**src/pkg/anp_pkg.sv**
```systemverilog
/*
 * constants of the alarm / notify / pressure register slice:
 * offsets, field positions, reset values, function codes and limits.
 * assumes an 8-bit register space reached over a plain strobe port.
 */
package anp_pkg;

    // ------------------------------------------------------------------
    // widths
    // ------------------------------------------------------------------
    localparam int unsigned ADDR_W = 8;           // register address width
    localparam int unsigned DATA_W = 8;           // register data width
    localparam int unsigned NUM_EVT = 3;          // sticky status events

    // ------------------------------------------------------------------
    // register offsets
    // ------------------------------------------------------------------
    localparam logic [7:0] OFF_SENSOR_STS = 8'h01; // sticky event flags
    localparam logic [7:0] OFF_MEASUREMENT_CONFIG_REG   = 8'h04; // operating mode
    localparam logic [7:0] OFF_NOTIFY_CFG = 8'h08; // notify pin config
    localparam logic [7:0] OFF_TH_MSB     = 8'h09; // threshold high byte
    localparam logic [7:0] OFF_TH_LSB     = 8'h0A; // threshold low byte
    localparam logic [7:0] OFF_PRES_MSB   = 8'h0B; // pressure high byte
    localparam logic [7:0] OFF_PRES_LSB   = 8'h0C; // pressure low byte
    localparam logic [7:0] OFF_IRQ_MASK   = 8'h10; // interrupt mask

    // ------------------------------------------------------------------
    // reset values
    // ------------------------------------------------------------------
    localparam logic [7:0] RST_TH        = 8'h00; // both threshold bytes
    localparam logic [7:0] RST_PRES_MSB  = 8'h03; // pressure high byte
    localparam logic [7:0] RST_PRES_LSB  = 8'hF7; // pressure low byte
    localparam logic [4:0] RST_NOTIFY    = 5'h00; // low active, disabled
    localparam logic [1:0] RST_MODE      = 2'h0;  // operating mode
    localparam logic [2:0] RST_EVT       = 3'h0;  // status and mask
    localparam logic       RST_PIN       = 1'b1;  // inactive, low active

    // ------------------------------------------------------------------
    // field positions
    // ------------------------------------------------------------------
    localparam int unsigned NTF_POL_BIT  = 4;     // notify_polarity
    localparam int unsigned NTF_FUNC_LSB = 1;     // notify_function_sel
    localparam int unsigned NTF_FUNC_MSB = 3;
    localparam int unsigned NTF_DIR_BIT  = 0;     // threshold_direction
    localparam int unsigned NTF_CFG_MSB  = 4;     // top stored cfg bit
    localparam int unsigned MODE_MSB     = 1;     // operating_mode_sel
    localparam int unsigned ST_ALARM     = 0;     // threshold violation
    localparam int unsigned ST_RANGE     = 1;     // range_config_error_flag
    localparam int unsigned ST_DRDY      = 2;     // measurement finished

    // ------------------------------------------------------------------
    // codes and limits
    // ------------------------------------------------------------------
    localparam logic [2:0]  FN_OFF   = 3'h0;      // pin inactive
    localparam logic [2:0]  FN_ALARM = 3'h1;      // threshold violation
    localparam logic [2:0]  FN_DRDY  = 3'h2;      // data ready
    localparam logic [2:0]  FN_BUSY  = 3'h3;      // sensor busy
    localparam logic [2:0]  FN_EARLY = 3'h4;      // early meas start
    localparam logic [1:0]  MODE_CONT = 2'h2;     // continuous mode
    localparam logic [15:0] PRES_MIN = 16'h02EE;  // 750 hPa
    localparam logic [15:0] PRES_MAX = 16'h047E;  // 1150 hPa

endpackage

```
**src/pkg/anp_link_if.sv**
```systemverilog
/*
 * internal carrier between the register slice top and its pressure
 * and notify-pin submodules. assumes one clock and reset domain.
 */
`timescale 1ns/100ps
`default_nettype none

interface anp_link_if;

    // ------------------------------------------------------------------
    // pressure group
    // ------------------------------------------------------------------
    logic        wr_pres_msb;  // write strobe, high byte
    logic        wr_pres_lsb;  // write strobe, low byte
    logic [7:0]  wdata;        // bus write data
    logic [7:0]  pres_msb;     // stored high byte
    logic [7:0]  pres_lsb;     // stored low byte
    logic [15:0] pres_shadow;  // coherent copy for the firmware
    logic        range_err;    // one-cycle out-of-range pulse
    logic        pres_updated; // default overwritten at least once

    // ------------------------------------------------------------------
    // notify group
    // ------------------------------------------------------------------
    logic        cfg_wr;       // write to notify config
    logic        polarity;     // 1 active high
    logic [2:0]  func;         // pin function
    logic [1:0]  operating_mode_sel;      // operating mode
    logic        alarm;        // sticky alarm
    logic        drdy;         // data ready level
    logic        busy;         // sensor busy level
    logic        early;        // early start level
    logic        pin;          // registered pin level

    modport top_mp (output wr_pres_msb, wr_pres_lsb, wdata, cfg_wr,
                    polarity, func, operating_mode_sel, alarm, drdy, busy, early,
                    input pres_msb, pres_lsb, pres_shadow, range_err,
                    pres_updated, pin);
    modport pres_mp (input wr_pres_msb, wr_pres_lsb, wdata,
                     output pres_msb, pres_lsb, pres_shadow, range_err,
                     pres_updated);
    modport ntf_mp (input cfg_wr, polarity, func, operating_mode_sel, alarm, drdy,
                    busy, early, output pin);

endinterface

`default_nettype wire

```
**src/design/anp_notify.sv**
```systemverilog
/*
 * notification pin: function select, polarity, forced-inactive state.
 * assumes source levels come from logic on the same clock.
 */
`timescale 1ns/100ps
`default_nettype none

module anp_notify
    import anp_pkg::*;
(
    input  wire logic     clk,
    input  wire logic     arst_n,
    anp_link_if.ntf_mp    lk
);

    // ------------------------------------------------------------------
    // state
    // ------------------------------------------------------------------
    logic pin_q, pin_d;     // pin level
    logic force_q, force_d; // held inactive after a config write
    logic src;              // selected source level
    logic active;           // pin should be active

    // next values: source select and polarity
    always_comb begin
        case (lk.func)
            FN_ALARM: src = lk.alarm;
            FN_DRDY:  src = lk.drdy;
            FN_BUSY:  src = lk.busy;
            FN_EARLY: src = lk.early & (lk.operating_mode_sel == MODE_CONT);
            default:  src = 1'b0;      // off and reserved
        endcase
        // hold inactive until the source drops
        if (lk.cfg_wr) begin
            force_d = 1'b1;
        end else if (!src) begin
            force_d = 1'b0;
        end else begin
            force_d = force_q;
        end
        active = src & ~force_q & ~lk.cfg_wr;
        pin_d  = lk.polarity ? active : ~active;
    end

    // registers
    always_ff @(posedge clk or negedge arst_n) begin
        if (!arst_n) begin
            pin_q   <= RST_PIN;
            force_q <= 1'b0;
        end else begin
            pin_q   <= pin_d;
            force_q <= force_d;
        end
    end

    assign lk.pin = pin_q;

endmodule

`default_nettype wire

```
**src/design/anp_pres.sv**
```systemverilog
/*
 * pressure compensation byte pair with shadow copy and range clamp.
 * assumes write strobes from the register decoder on the same clock.
 */
`timescale 1ns/100ps
`default_nettype none

module anp_pres
    import anp_pkg::*;
(
    input  wire logic     clk,
    input  wire logic     arst_n,
    anp_link_if.pres_mp   lk
);

    // ------------------------------------------------------------------
    // state
    // ------------------------------------------------------------------
    logic [7:0]  msb_q, msb_d;       // high byte
    logic [7:0]  lsb_q, lsb_d;       // low byte
    logic [15:0] shadow_q, shadow_d; // value used by the firmware
    logic        err_q, err_d;       // out-of-range pulse
    logic        upd_q, upd_d;       // compensation active
    logic [15:0] raw;                // value being written

    // next values: clamp on low-byte write
    always_comb begin
        raw      = {msb_q, lk.wdata};
        msb_d    = msb_q;
        lsb_d    = lsb_q;
        shadow_d = shadow_q;
        err_d    = 1'b0;
        upd_d    = upd_q;
        if (lk.wr_pres_msb) begin
            msb_d = lk.wdata;          // shadow untouched
        end
        if (lk.wr_pres_lsb) begin
            upd_d = 1'b1;
            if (raw < PRES_MIN) begin
                shadow_d = PRES_MIN;
                err_d    = 1'b1;
            end else if (raw > PRES_MAX) begin
                shadow_d = PRES_MAX;
                err_d    = 1'b1;
            end else begin
                shadow_d = raw;        // full copy
            end
            msb_d = shadow_d[15:8];    // write-back
            lsb_d = shadow_d[7:0];
        end
    end

    // registers
    always_ff @(posedge clk or negedge arst_n) begin
        if (!arst_n) begin
            msb_q    <= RST_PRES_MSB;
            lsb_q    <= RST_PRES_LSB;
            shadow_q <= {RST_PRES_MSB, RST_PRES_LSB};
            err_q    <= 1'b0;
            upd_q    <= 1'b0;
        end else begin
            msb_q    <= msb_d;
            lsb_q    <= lsb_d;
            shadow_q <= shadow_d;
            err_q    <= err_d;
            upd_q    <= upd_d;
        end
    end

    assign lk.pres_msb     = msb_q;
    assign lk.pres_lsb     = lsb_q;
    assign lk.pres_shadow  = shadow_q;
    assign lk.range_err    = err_q;
    assign lk.pres_updated = upd_q;

endmodule

`default_nettype wire

```
**src/design/anp_regs.sv**
```systemverilog
/*
 * alarm, notify-pin and pressure register slice: bus decode, threshold
 * compare at end of measurement, sticky events and interrupt.
 * assumes measurement inputs come from logic on the same clock, and a
 * bus master with one-cycle strobes that never overlap.
 */
// Decided for this implementation: the plain strobed port.
`timescale 1ns/100ps
`default_nettype none

module anp_regs
    import anp_pkg::*;
(
    input  wire logic                clk,
    input  wire logic                arst_n,
    input  wire logic [anp_pkg::ADDR_W-1:0] reg_addr,
    input  wire logic [anp_pkg::DATA_W-1:0] reg_wdata,
    input  wire logic                reg_wr,
    input  wire logic                reg_rd,
    output logic [anp_pkg::DATA_W-1:0]      reg_rdata,
    input  wire logic                meas_done,
    input  wire logic [15:0]         co2_value,
    input  wire logic                data_ready,
    input  wire logic                sensor_busy,
    input  wire logic                early_start,
    output logic                     notify_pin,
    output logic                     irq,
    output logic [15:0]              pres_shadow,
    output logic                     pres_comp_en
);

    // ------------------------------------------------------------------
    // address decode
    // ------------------------------------------------------------------
    function automatic logic hit(input logic [7:0] a,
                                 input logic [7:0] off);
        hit = (a == off);
    endfunction

    // ------------------------------------------------------------------
    // state
    // ------------------------------------------------------------------
    logic [7:0]         th_msb_q, th_msb_d;     // alarm_threshold_msb
    logic [7:0]         th_lsb_q, th_lsb_d;     // alarm_threshold_lsb
    logic [4:0]         ntf_q, ntf_d;           // notify_pin_config
    logic [1:0]         mode_q, mode_d;         // operating_mode_sel
    logic [NUM_EVT-1:0] sts_q, sts_d;           // sensor_status_reg
    logic [NUM_EVT-1:0] mask_q, mask_d;         // interrupt mask
    logic [7:0]         rdata_q, rdata_d;       // read answer
    logic               irq_q, irq_d;           // interrupt level

    logic               wr_sts;                 // write to status
    logic               viol;                   // threshold crossed
    logic signed [15:0] thr;                    // signed threshold
    logic signed [15:0] co2;                    // signed result
    logic [NUM_EVT-1:0] evt;                    // event pulses
    logic [NUM_EVT-1:0] sts_nx;                 // status next per bit

    anp_link_if lk ();                          // internal carrier

    // ------------------------------------------------------------------
    // submodules
    // ------------------------------------------------------------------
    anp_pres u_pres (
        .clk    (clk),
        .arst_n (arst_n),
        .lk     (lk.pres_mp)
    );

    anp_notify u_notify (
        .clk    (clk),
        .arst_n (arst_n),
        .lk     (lk.ntf_mp)
    );

    // drive the carrier from the register port, the register state and the sensor inputs
    assign lk.wr_pres_msb = reg_wr & hit(reg_addr, OFF_PRES_MSB);
    assign lk.wr_pres_lsb = reg_wr & hit(reg_addr, OFF_PRES_LSB);
    assign lk.wdata       = reg_wdata;
    assign lk.cfg_wr      = reg_wr & hit(reg_addr, OFF_NOTIFY_CFG);
    assign lk.polarity    = lk.cfg_wr ? reg_wdata[NTF_POL_BIT]
                                      : ntf_q[NTF_POL_BIT];
    assign lk.func        = ntf_q[NTF_FUNC_MSB:NTF_FUNC_LSB];
    assign lk.operating_mode_sel     = mode_q;
    assign lk.alarm       = sts_q[ST_ALARM];
    assign lk.drdy        = data_ready;
    assign lk.busy        = sensor_busy;
    assign lk.early       = early_start;

    // ------------------------------------------------------------------
    // threshold compare
    // ------------------------------------------------------------------
    // signed compare, direction picks the side of the limit
    always_comb begin
        thr = signed'({th_msb_q, th_lsb_q});
        co2 = signed'(co2_value);
        if (ntf_q[NTF_DIR_BIT]) begin
            viol = (co2 > thr);                         // upper
        end else begin
            viol = (co2 < thr);                         // lower
        end
    end

    // ------------------------------------------------------------------
    // sticky events
    // ------------------------------------------------------------------
    assign wr_sts = reg_wr & hit(reg_addr, OFF_SENSOR_STS);
    assign evt[ST_ALARM] = meas_done & viol;
    assign evt[ST_RANGE] = lk.range_err;
    assign evt[ST_DRDY]  = meas_done;

    // set wins over a write-one clear
    genvar gi;
    generate
        for (gi = 0; gi < NUM_EVT; gi++) begin : g_sts
            assign sts_nx[gi] = evt[gi] |
                (sts_q[gi] & ~(wr_sts & reg_wdata[gi]));
        end
    endgenerate

    // ------------------------------------------------------------------
    // register writes
    // ------------------------------------------------------------------
    // next values of the software-visible registers
    always_comb begin
        th_msb_d = th_msb_q;
        th_lsb_d = th_lsb_q;
        ntf_d    = ntf_q;
        mode_d   = mode_q;
        mask_d   = mask_q;
        sts_d    = sts_nx;
        if (reg_wr) begin
            if (hit(reg_addr, OFF_TH_MSB)) begin
                th_msb_d = reg_wdata;
            end
            if (hit(reg_addr, OFF_TH_LSB)) begin
                th_lsb_d = reg_wdata;
            end
            if (hit(reg_addr, OFF_NOTIFY_CFG)) begin
                ntf_d = reg_wdata[NTF_CFG_MSB:0];   // 7:5 dropped
            end
            if (hit(reg_addr, OFF_MEASUREMENT_CONFIG_REG)) begin
                mode_d = reg_wdata[MODE_MSB:0];
            end
            if (hit(reg_addr, OFF_IRQ_MASK)) begin
                mask_d = reg_wdata[NUM_EVT-1:0];
            end
        end
        irq_d = |(sts_nx & mask_d);
    end

    // ------------------------------------------------------------------
    // register reads
    // ------------------------------------------------------------------
    // answer stands only in the cycle after the read strobe
    always_comb begin
        rdata_d = 8'h00;
        if (reg_rd) begin
            case (reg_addr)
                OFF_SENSOR_STS: rdata_d = {5'h00, sts_q};
                OFF_MEASUREMENT_CONFIG_REG:   rdata_d = {6'h00, mode_q};
                OFF_NOTIFY_CFG: rdata_d = {3'h0, ntf_q};
                OFF_TH_MSB:     rdata_d = th_msb_q;
                OFF_TH_LSB:     rdata_d = th_lsb_q;
                OFF_PRES_MSB:   rdata_d = lk.pres_msb;
                OFF_PRES_LSB:   rdata_d = lk.pres_lsb;
                OFF_IRQ_MASK:   rdata_d = {5'h00, mask_q};
                default:        rdata_d = 8'h00;         // unmapped
            endcase
        end
    end

    // ------------------------------------------------------------------
    // registers
    // ------------------------------------------------------------------
    always_ff @(posedge clk or negedge arst_n) begin
        if (!arst_n) begin
            th_msb_q <= RST_TH;
            th_lsb_q <= RST_TH;
            ntf_q    <= RST_NOTIFY;
            mode_q   <= RST_MODE;
            sts_q    <= RST_EVT;
            mask_q   <= RST_EVT;
            rdata_q  <= 8'h00;
            irq_q    <= 1'b0;
        end else begin
            th_msb_q <= th_msb_d;
            th_lsb_q <= th_lsb_d;
            ntf_q    <= ntf_d;
            mode_q   <= mode_d;
            sts_q    <= sts_d;
            mask_q   <= mask_d;
            rdata_q  <= rdata_d;
            irq_q    <= irq_d;
        end
    end

    // ------------------------------------------------------------------
    // outputs
    // ------------------------------------------------------------------
    assign reg_rdata    = rdata_q;
    assign irq          = irq_q;
    assign notify_pin   = lk.pin;             // flop in the notify block
    assign pres_shadow  = lk.pres_shadow;     // flop in the pressure block
    assign pres_comp_en = lk.pres_updated;

endmodule

`default_nettype wire

```
**config.mk**
```make
export PLATFORM = sky130hd
export DESIGN_NAME = anp_regs
export DESIGN_NICKNAME = d
export VERILOG_FILES = /design/src/pkg/anp_pkg.sv /design/src/pkg/anp_link_if.sv /design/src/design/anp_notify.sv /design/src/design/anp_pres.sv /design/src/design/anp_regs.sv
export SDC_FILE = /design/constraint.sdc
export NUM_CORES = 1
export LEC_CHECK = 0
export BUFFER_PORTS_ARGS = -buffer_cell sky130_fd_sc_hd__buf_2
export CELL_PAD_IN_SITES_DETAIL_PLACEMENT = 0
export CELL_PAD_IN_SITES_GLOBAL_PLACEMENT = 1
export CORE_MARGIN = 5
export CORE_UTILIZATION = 39
export CTS_CLUSTER_DIAMETER = 120
export CTS_CLUSTER_SIZE = 8
export DETAILED_ROUTE_END_ITERATION = 6
export GPL_TIMING_DRIVEN = 1
export PLACE_DENSITY = 0.88
export REMOVE_ABC_BUFFERS = 1
export SYNTH_ARGS = -nofsm -noshare
export SYNTH_HDL_FRONTEND = slang
export SYNTH_SLANG_ARGS = --single-unit
```
**constraint.sdc**
```tcl
create_clock -name clk -period 2.1 [get_ports clk]
set_input_delay 0.42 -clock clk [delete_from_list [all_inputs] [get_ports clk]]
set_output_delay 0.42 -clock clk [all_outputs]
set_load 0.02 [all_outputs]
```
== Word-level counts from Yosys, hierarchy flattened ==
Cells that the tools add are included.

* Flip-flop bits (word level): 74
* Latch bits: 0
* Bits in writable memories: 0
* Memory bits (read-only): 0
* Bits of input ports: 40
* Output and inout bits: 27
* Word-level logic and storage cells: 80
* Memories: 0

* Add/subtract/negate cells: 0
* $mul: 0
* Div/mod/pow operators: 0
* $lt $le $gt $ge: 4
* Equal/unequal tests: 14
* Shifts and indexed selects: 0
* Muxes and demuxes: 17
* Bitwise operators: 24
* Reduce and logical (&&, ||, !) cells: 6

{| class="wikitable"
|+ Operators by type and width
! kind !! count
|-
| $pmux W8 S8 || 1
|-
| $eq A8 B4 Y1 const B || 5
|-
| $mux W16 || 2
|-
| $mux W8 || 3
|-
| $gt A16 B11 Y1 const B || 1
|-
| $gt A16 B16 Y1 || 1
|-
| $lt A16 B10 Y1 const B || 1
|-
| $lt A16 B16 Y1 || 1
|-
| $and A1 B1 Y1 || 14
|-
| $eq A8 B1 Y1 const B || 1
|-
| $eq A8 B3 Y1 const B || 1
|-
| $eq A8 B5 Y1 const B || 1
|-
| $mux W1 || 8
|-
| $reduce_and A2 Y1 || 4
|-
| $eq A3 B2 Y1 const B || 2
|-
| $mux W3 || 2
|-
| $not A1 Y1 || 6
|-
| $pmux W1 S4 || 1
|-
| $and A3 B3 Y3 || 1
|-
| $eq A3 B1 Y1 const B || 1
|-
| $eq A3 B3 Y1 const B || 1
|-
| $or A1 B1 Y1 || 3
|-
| $reduce_or A3 Y1 || 1
|-
| $eq A2 B2 Y1 const B || 1
|-
| 2 further kinds || 2
|}

== Logic depth before layout (Yosys ltp) ==
* Word-level depth: 8
* Depth in mapped cells: 8
* Gate-level depth less buffers: 7

== Modules after synthesis ==
From an unflattened synthesis, not the netlist that was laid out.

* Cell total of the unflattened synthesis: 344
* Area total of the unflattened synthesis: 3651.0 sq um

{| class="wikitable"
|+ Modules (own cells, without submodules)
! module !! instances !! cells an instance !! area each (sq um) !! sequential area each (sq um)
|-
| anp_regs || 1 || 224 || 2356.0 || 950.9
|-
| anp_pres || 1 || 107 || 1163.6 || 664.4
|-
| anp_notify || 1 || 13 || 131.4 || 51.3
|}

== Least setup slack after synthesis ==
OpenSTA, ideal clock, no wires.

* Path kind: input-to-reg
* Start point: input co2_value[15]
* End point: register irq_q, in the netlist irq
* Library setup time: 95 ps
* Data arrival time: 1912 ps
* Required time: 2005 ps
* Slack: 93 ps
* Stages: 6
* Buffers on the path: 0
* Path through: ha_1 > nand4_1 > or4_1 > a21o_1 > and3b_1 > o31ai_1

* Cells in the longest elaborated chain, start to end: 6
* Elaborated cells on any way between the ends: 7
* Those cells by class: order compare: 2; mux: 1; bitwise: 3; reduce/logical: 1

{| class="wikitable"
|+ RTL lines
! item !! RTL line !! text
|-
| start: declaration || anp_regs.sv:22 || <nowiki>input wire logic [15:0] co2_value,</nowiki>
|-
| $lt A16 B16 Y1 / $gt A16 B16 Y1 (equally long branches) || anp_regs.sv:100, anp_regs.sv:98 ||
|-
| $mux W1 (*) || anp_regs.sv:97 || <nowiki>if (ntf_q[NTF_DIR_BIT]) begin</nowiki>
|-
| $and A1 B1 Y1 (*) || anp_regs.sv:108 || <nowiki>assign evt[ST_ALARM] = meas_done & viol;</nowiki>
|-
| $or A1 B1 Y1 (*) || anp_regs.sv:116 || <nowiki>assign sts_nx[gi] = evt[gi] |</nowiki>
|-
| $and A3 B3 Y3 (*) || anp_regs.sv:149 || <nowiki>irq_d = |(sts_nx & mask_d);</nowiki>
|-
| $reduce_or A3 Y1 (*) || anp_regs.sv:149 ||
|-
| via irq_d || anp_regs.sv:50 || <nowiki>logic irq_q, irq_d;</nowiki>
|-
| end signal: assignment || anp_regs.sv:194 || <nowiki>irq_q <= irq_d;</nowiki>
|-
| end: declaration || anp_regs.sv:50 ||
|}

Mark *: on every way through the listed nets, which the timed path passes. The rest lies on a longest branch.
A chain may end at the register's enable or synchronous reset.

== Worst setup path in the final report ==
* Start point: register th_msb_q[7]
* End point: register irq_q, in the netlist irq

* Cells in the longest elaborated chain, start to end: 6
* Elaborated cells on any way between the ends: 7
* Those cells by class: order compare: 2; mux: 1; bitwise: 3; reduce/logical: 1

{| class="wikitable"
|+ RTL lines
! item !! RTL line !! text
|-
| start: declaration || anp_regs.sv:43 || <nowiki>logic [7:0] th_msb_q, th_msb_d;</nowiki>
|-
| start signal: assignment || anp_regs.sv:187 || <nowiki>th_msb_q <= th_msb_d;</nowiki>
|-
| $lt A16 B16 Y1 / $gt A16 B16 Y1 (equally long branches) || anp_regs.sv:100, anp_regs.sv:98 ||
|-
| $mux W1 (*) || anp_regs.sv:97 ||
|-
| $and A1 B1 Y1 (*) || anp_regs.sv:108 ||
|-
| $or A1 B1 Y1 (*) || anp_regs.sv:116 ||
|-
| $and A3 B3 Y3 (*) || anp_regs.sv:149 ||
|-
| $reduce_or A3 Y1 (*) || anp_regs.sv:149 ||
|-
| via irq_d || anp_regs.sv:50 ||
|}

Marked as above.

==> run_results.csv <==
group,metric,value,unit
synthesis,syn_area,0.00353,mm²
timing,final.min_clock_period,2.11,ns
synthesis,synth_top_cell_by_area,"dfrtp_1",
die,num_rows,34,
run_status,status,"complete, but fails checks",
layout,n_antenna_cell,0,
setup_path,cp-start-kind,"flop",
die,top_level_ports,67,
global_routing,grt-ovfl-total,0,
pwr,finalPower,3.31,mW
die,die_x,105,µm
route,wl_per_cell,18.4,µm
placement,io_buffers,66,
layout,most-common-layout-cells,"buf_2 (66), dfrtp_1 (54), buf_4 (33)",
run_status,violations,"negative setup slack",
timing,fin_setup_tns,-0.00787,ns
synthesis,yosys-top-cells-area,"dfrtp_1 (38%), dfstp_2 (8.9%), ha_1 (5.7%), mux2_1 (3.8%), mux2_2 (3.2%)",
route,drc,0,
pwr,comb_power_share,14.8,%
clock_network,insertion_delay,0.35,ns
die,dieHeight,105,µm
synthesis,avgSynthCellArea,10.5,µm²
die,core_area,0.00876,mm²
die,initial_core_util,40.3,%
pwr,seq_power_share,42.4,%
pwr,leakage,2.16,nW
die,design.die.area,0.0111,mm²
clock_network,root_buffer,"clkbuf_8",
clock_network,cts_sinks,66,
setup_path,worstSetupPathType,"reg -> reg",
synthesis,yosysTopAreaCellShare,38.2,%
worst_hold_path,hold_class,"in -> async",
synthesis,syn_inst,336,
timing,finalCritPeriodShare,100,%
layout,syn2layout_area_growth,27.6,%
timing,tightest_slew,0.529,ns
run,maxCapViolations,0,
global_routing,grt_start_max_net_pins,67,
setup_path,crit_chain,"inv_1 -> ha_4 -> nand4_1 -> buf_4 -> nor2_1 -> a2111oi_1 -> a21oi_1 -> o31ai_1",
pwr,clkPwrFrac,42.8,%
global_routing,grt_pass1_wl,16.1,mm
placement,gp_congestion,0.899,
route,ant_nets,0,
pwr,p_switching,0.828,mW
pwr,p_int,2.48,mW
timing,finalSetupViolCount,1,
route,vias,3030,
pwr,switching_share,25.0,%
pwr,power_density,733,mW/mm²
synthesis,synth_flop_cell,"dfrtp_1",
route,drtIter0Drc,210,
clock_network,clk_pin_slew,0.07,ns
timing,finalHoldViolCount,0,
global_routing,grt_pass1_vias,3049,
setup_path,crit_slowest_cell,"a2111oi_1",
setup_path,critical_path_required,2.36,ns
layout,layout-drive-gt1-share,35.6,%
placement,hpwl,7.76,mm
timing,fmax,0.474,GHz
layout,layout_commonest_cell,"buf_2",
setup_path,cpPeakStageDelay,0.55,ns
clock_network,h-tree-depth,3,
synthesis,ys_ff_latch,66,
layout,fin_nets,487,
setup_path,cp.arrival,2.37,ns
global_routing,grt_util_all_layers,18.4,%
timing,relSlewSlack,64.7,%
route,drt_wl_total,9.99,mm
synthesis,synth_seq_area_share,47.2,%
clock_network,holdBufCountCts,0,
timing,finalWorstSetupSlack,-0.00787,ns
clock_network,cts_tree,"yes",
setup_path,cp-end-kind,"flop",
synthesis,synth_edf_count,0,
setup_path,crit_fanout,3,
clock_network,clock_path_buffers,2,
pwr,peakVddDrop,0.000469,V
synthesis,async_flop_share,100,%
synthesis,ys_types,61,
clock_network,numCtsBuffers,9,
route,routed_via_density,5.57,
timing,skew,0.00702,ns
placement,dpl_worst_slack,-0.121,ns
global_routing,antenna_found_initial,0,
route,dr.pass1.iters,4,
setup_path,reg2regPathDepth,8,
timing,slew_violations,0,
timing,rsz0062_at_grt,"yes",
synthesis,synth_warnings,0,
Yosys cell counts (all sizes together) (3+ instances only):
cell    instances
nor2b           5
and3            3
clkbuf          9
a21o            4
ha             16
dfstp          12
nand3           9
o21ai          15
nand4b          3
dfrtp          54
and2            8
a22oi           9
nor3            5
o22a            5
nand2b          3
nor2           13
nand2          30
a21oi          22
inv            23
mux2           22
a22o            7
mux4            4
nand4          11
buf             7
state kept, by name, indices dropped and copies added (netlist names), 5 cells and up:
register / flops
u_pres.lk.pres_shadow: 9
u_pres.lk.pres_lsb: 7
reg_rdata: 8
ntf_q: 5
u_pres.lk.pres_msb: 8
th_lsb_q: 8
th_msb_q: 8
metrics by stage:
| stage | utilization [%] | hold slack [ns] | instance area, µm² | instances |
|---|---|---|---|---|
| global placement | 47.8 | 0.446 | 4190 | 527 |
| CTS | 50.8 | 0.0872 | 4460 | 543 |
| finish | 51.5 | 0.0612 | 4510 | 544 |
| global route | 51.5 | 0.104 | 4510 | 544 |
| detailed placement | 47.8 | 0.448 | 4190 | 527 |
| floorplan | - | 0.124 | 3460 | 320 |
cell families after synthesis:
family	count (synthesis)	share of synthesized area, %
AOI/OAI and AO/OA	82	16.0
xor gates and xnor gates	1	0.248
adders and majority gates	16	5.66
buffers and inverters	39	4.42
DFF	66	47.2
muxes	28	10.1
and+or+nand+nor	104	16.4
worst paths after layout:
kind | from | endpoint | slack, ns
hold / removal | arst_n | sts_q[2] | 0.06
max in group asynchronous | arst_n | u_pres.lk.pres_lsb[6] | 1.69
hold reg to reg | u_pres.lk.pres_shadow[8] | u_pres.lk.pres_shadow[8] | 0.45
setup reg to reg | th_msb_q[7] | irq | -0.008
min in group clk | reg_wdata[6] | u_pres.lk.pres_msb[6] | 0.36
setup / recovery | th_msb_q[7] | irq | -0.008
critical path: cells and delay by family, from the launching register on:
| family | cells | cell delay (ns) |
|---|---|---|
| buffers and inverters | 2 | 0.28 |
| AO/OA/AOI/OAI | 3 | 0.97 |
| flip-flops | 1 | 0.38 |
| AND/OR/NAND/NOR | 2 | 0.17 |
| adder cells (fa/ha/maj) | 1 | 0.22 |
area by class of cell:
cell class | count | area, µm²
Sequential cell | 66 | 1670
Inverter | 23 | 86.3
Tap cell | 108 | 135
Clock buffer | 9 | 124
Fill cell | 791 | 4250
Clock inverter | 7 | 141
Multi-Input combinational cell | 231 | 1760
Timing Repair Buffer | 100 | 598
metal layers:
layer  up-vias  part of all wire [%]  GRT usage (%)
met4         0                   1.9           5.21
met2       101                    47           28.6
met3        15                   7.9           5.36
li1       1422                     -              -
met5         -                     0              0
met1      1492                    43           25.0
what timing repair did:
action | in CTS | in global routing
gates cloned | 0 | 0
setup buffers | 0 | 1
resized for setup | 0 | 8
setup endpoints to repair | 1 | 7
pin swaps | 2 | 1
power groups by stage:
stage               Combinational (mW)  Sequential, mW  Clock, mW
finish                           0.489            1.40       1.42
global route                     0.545            1.41       1.50
CTS                              0.481            1.40       1.44
detailed placement               0.478            1.42          0
global placement                 0.465            1.42          0
floorplan                        0.218            1.43          0
(Power assumes the default switching activity.)
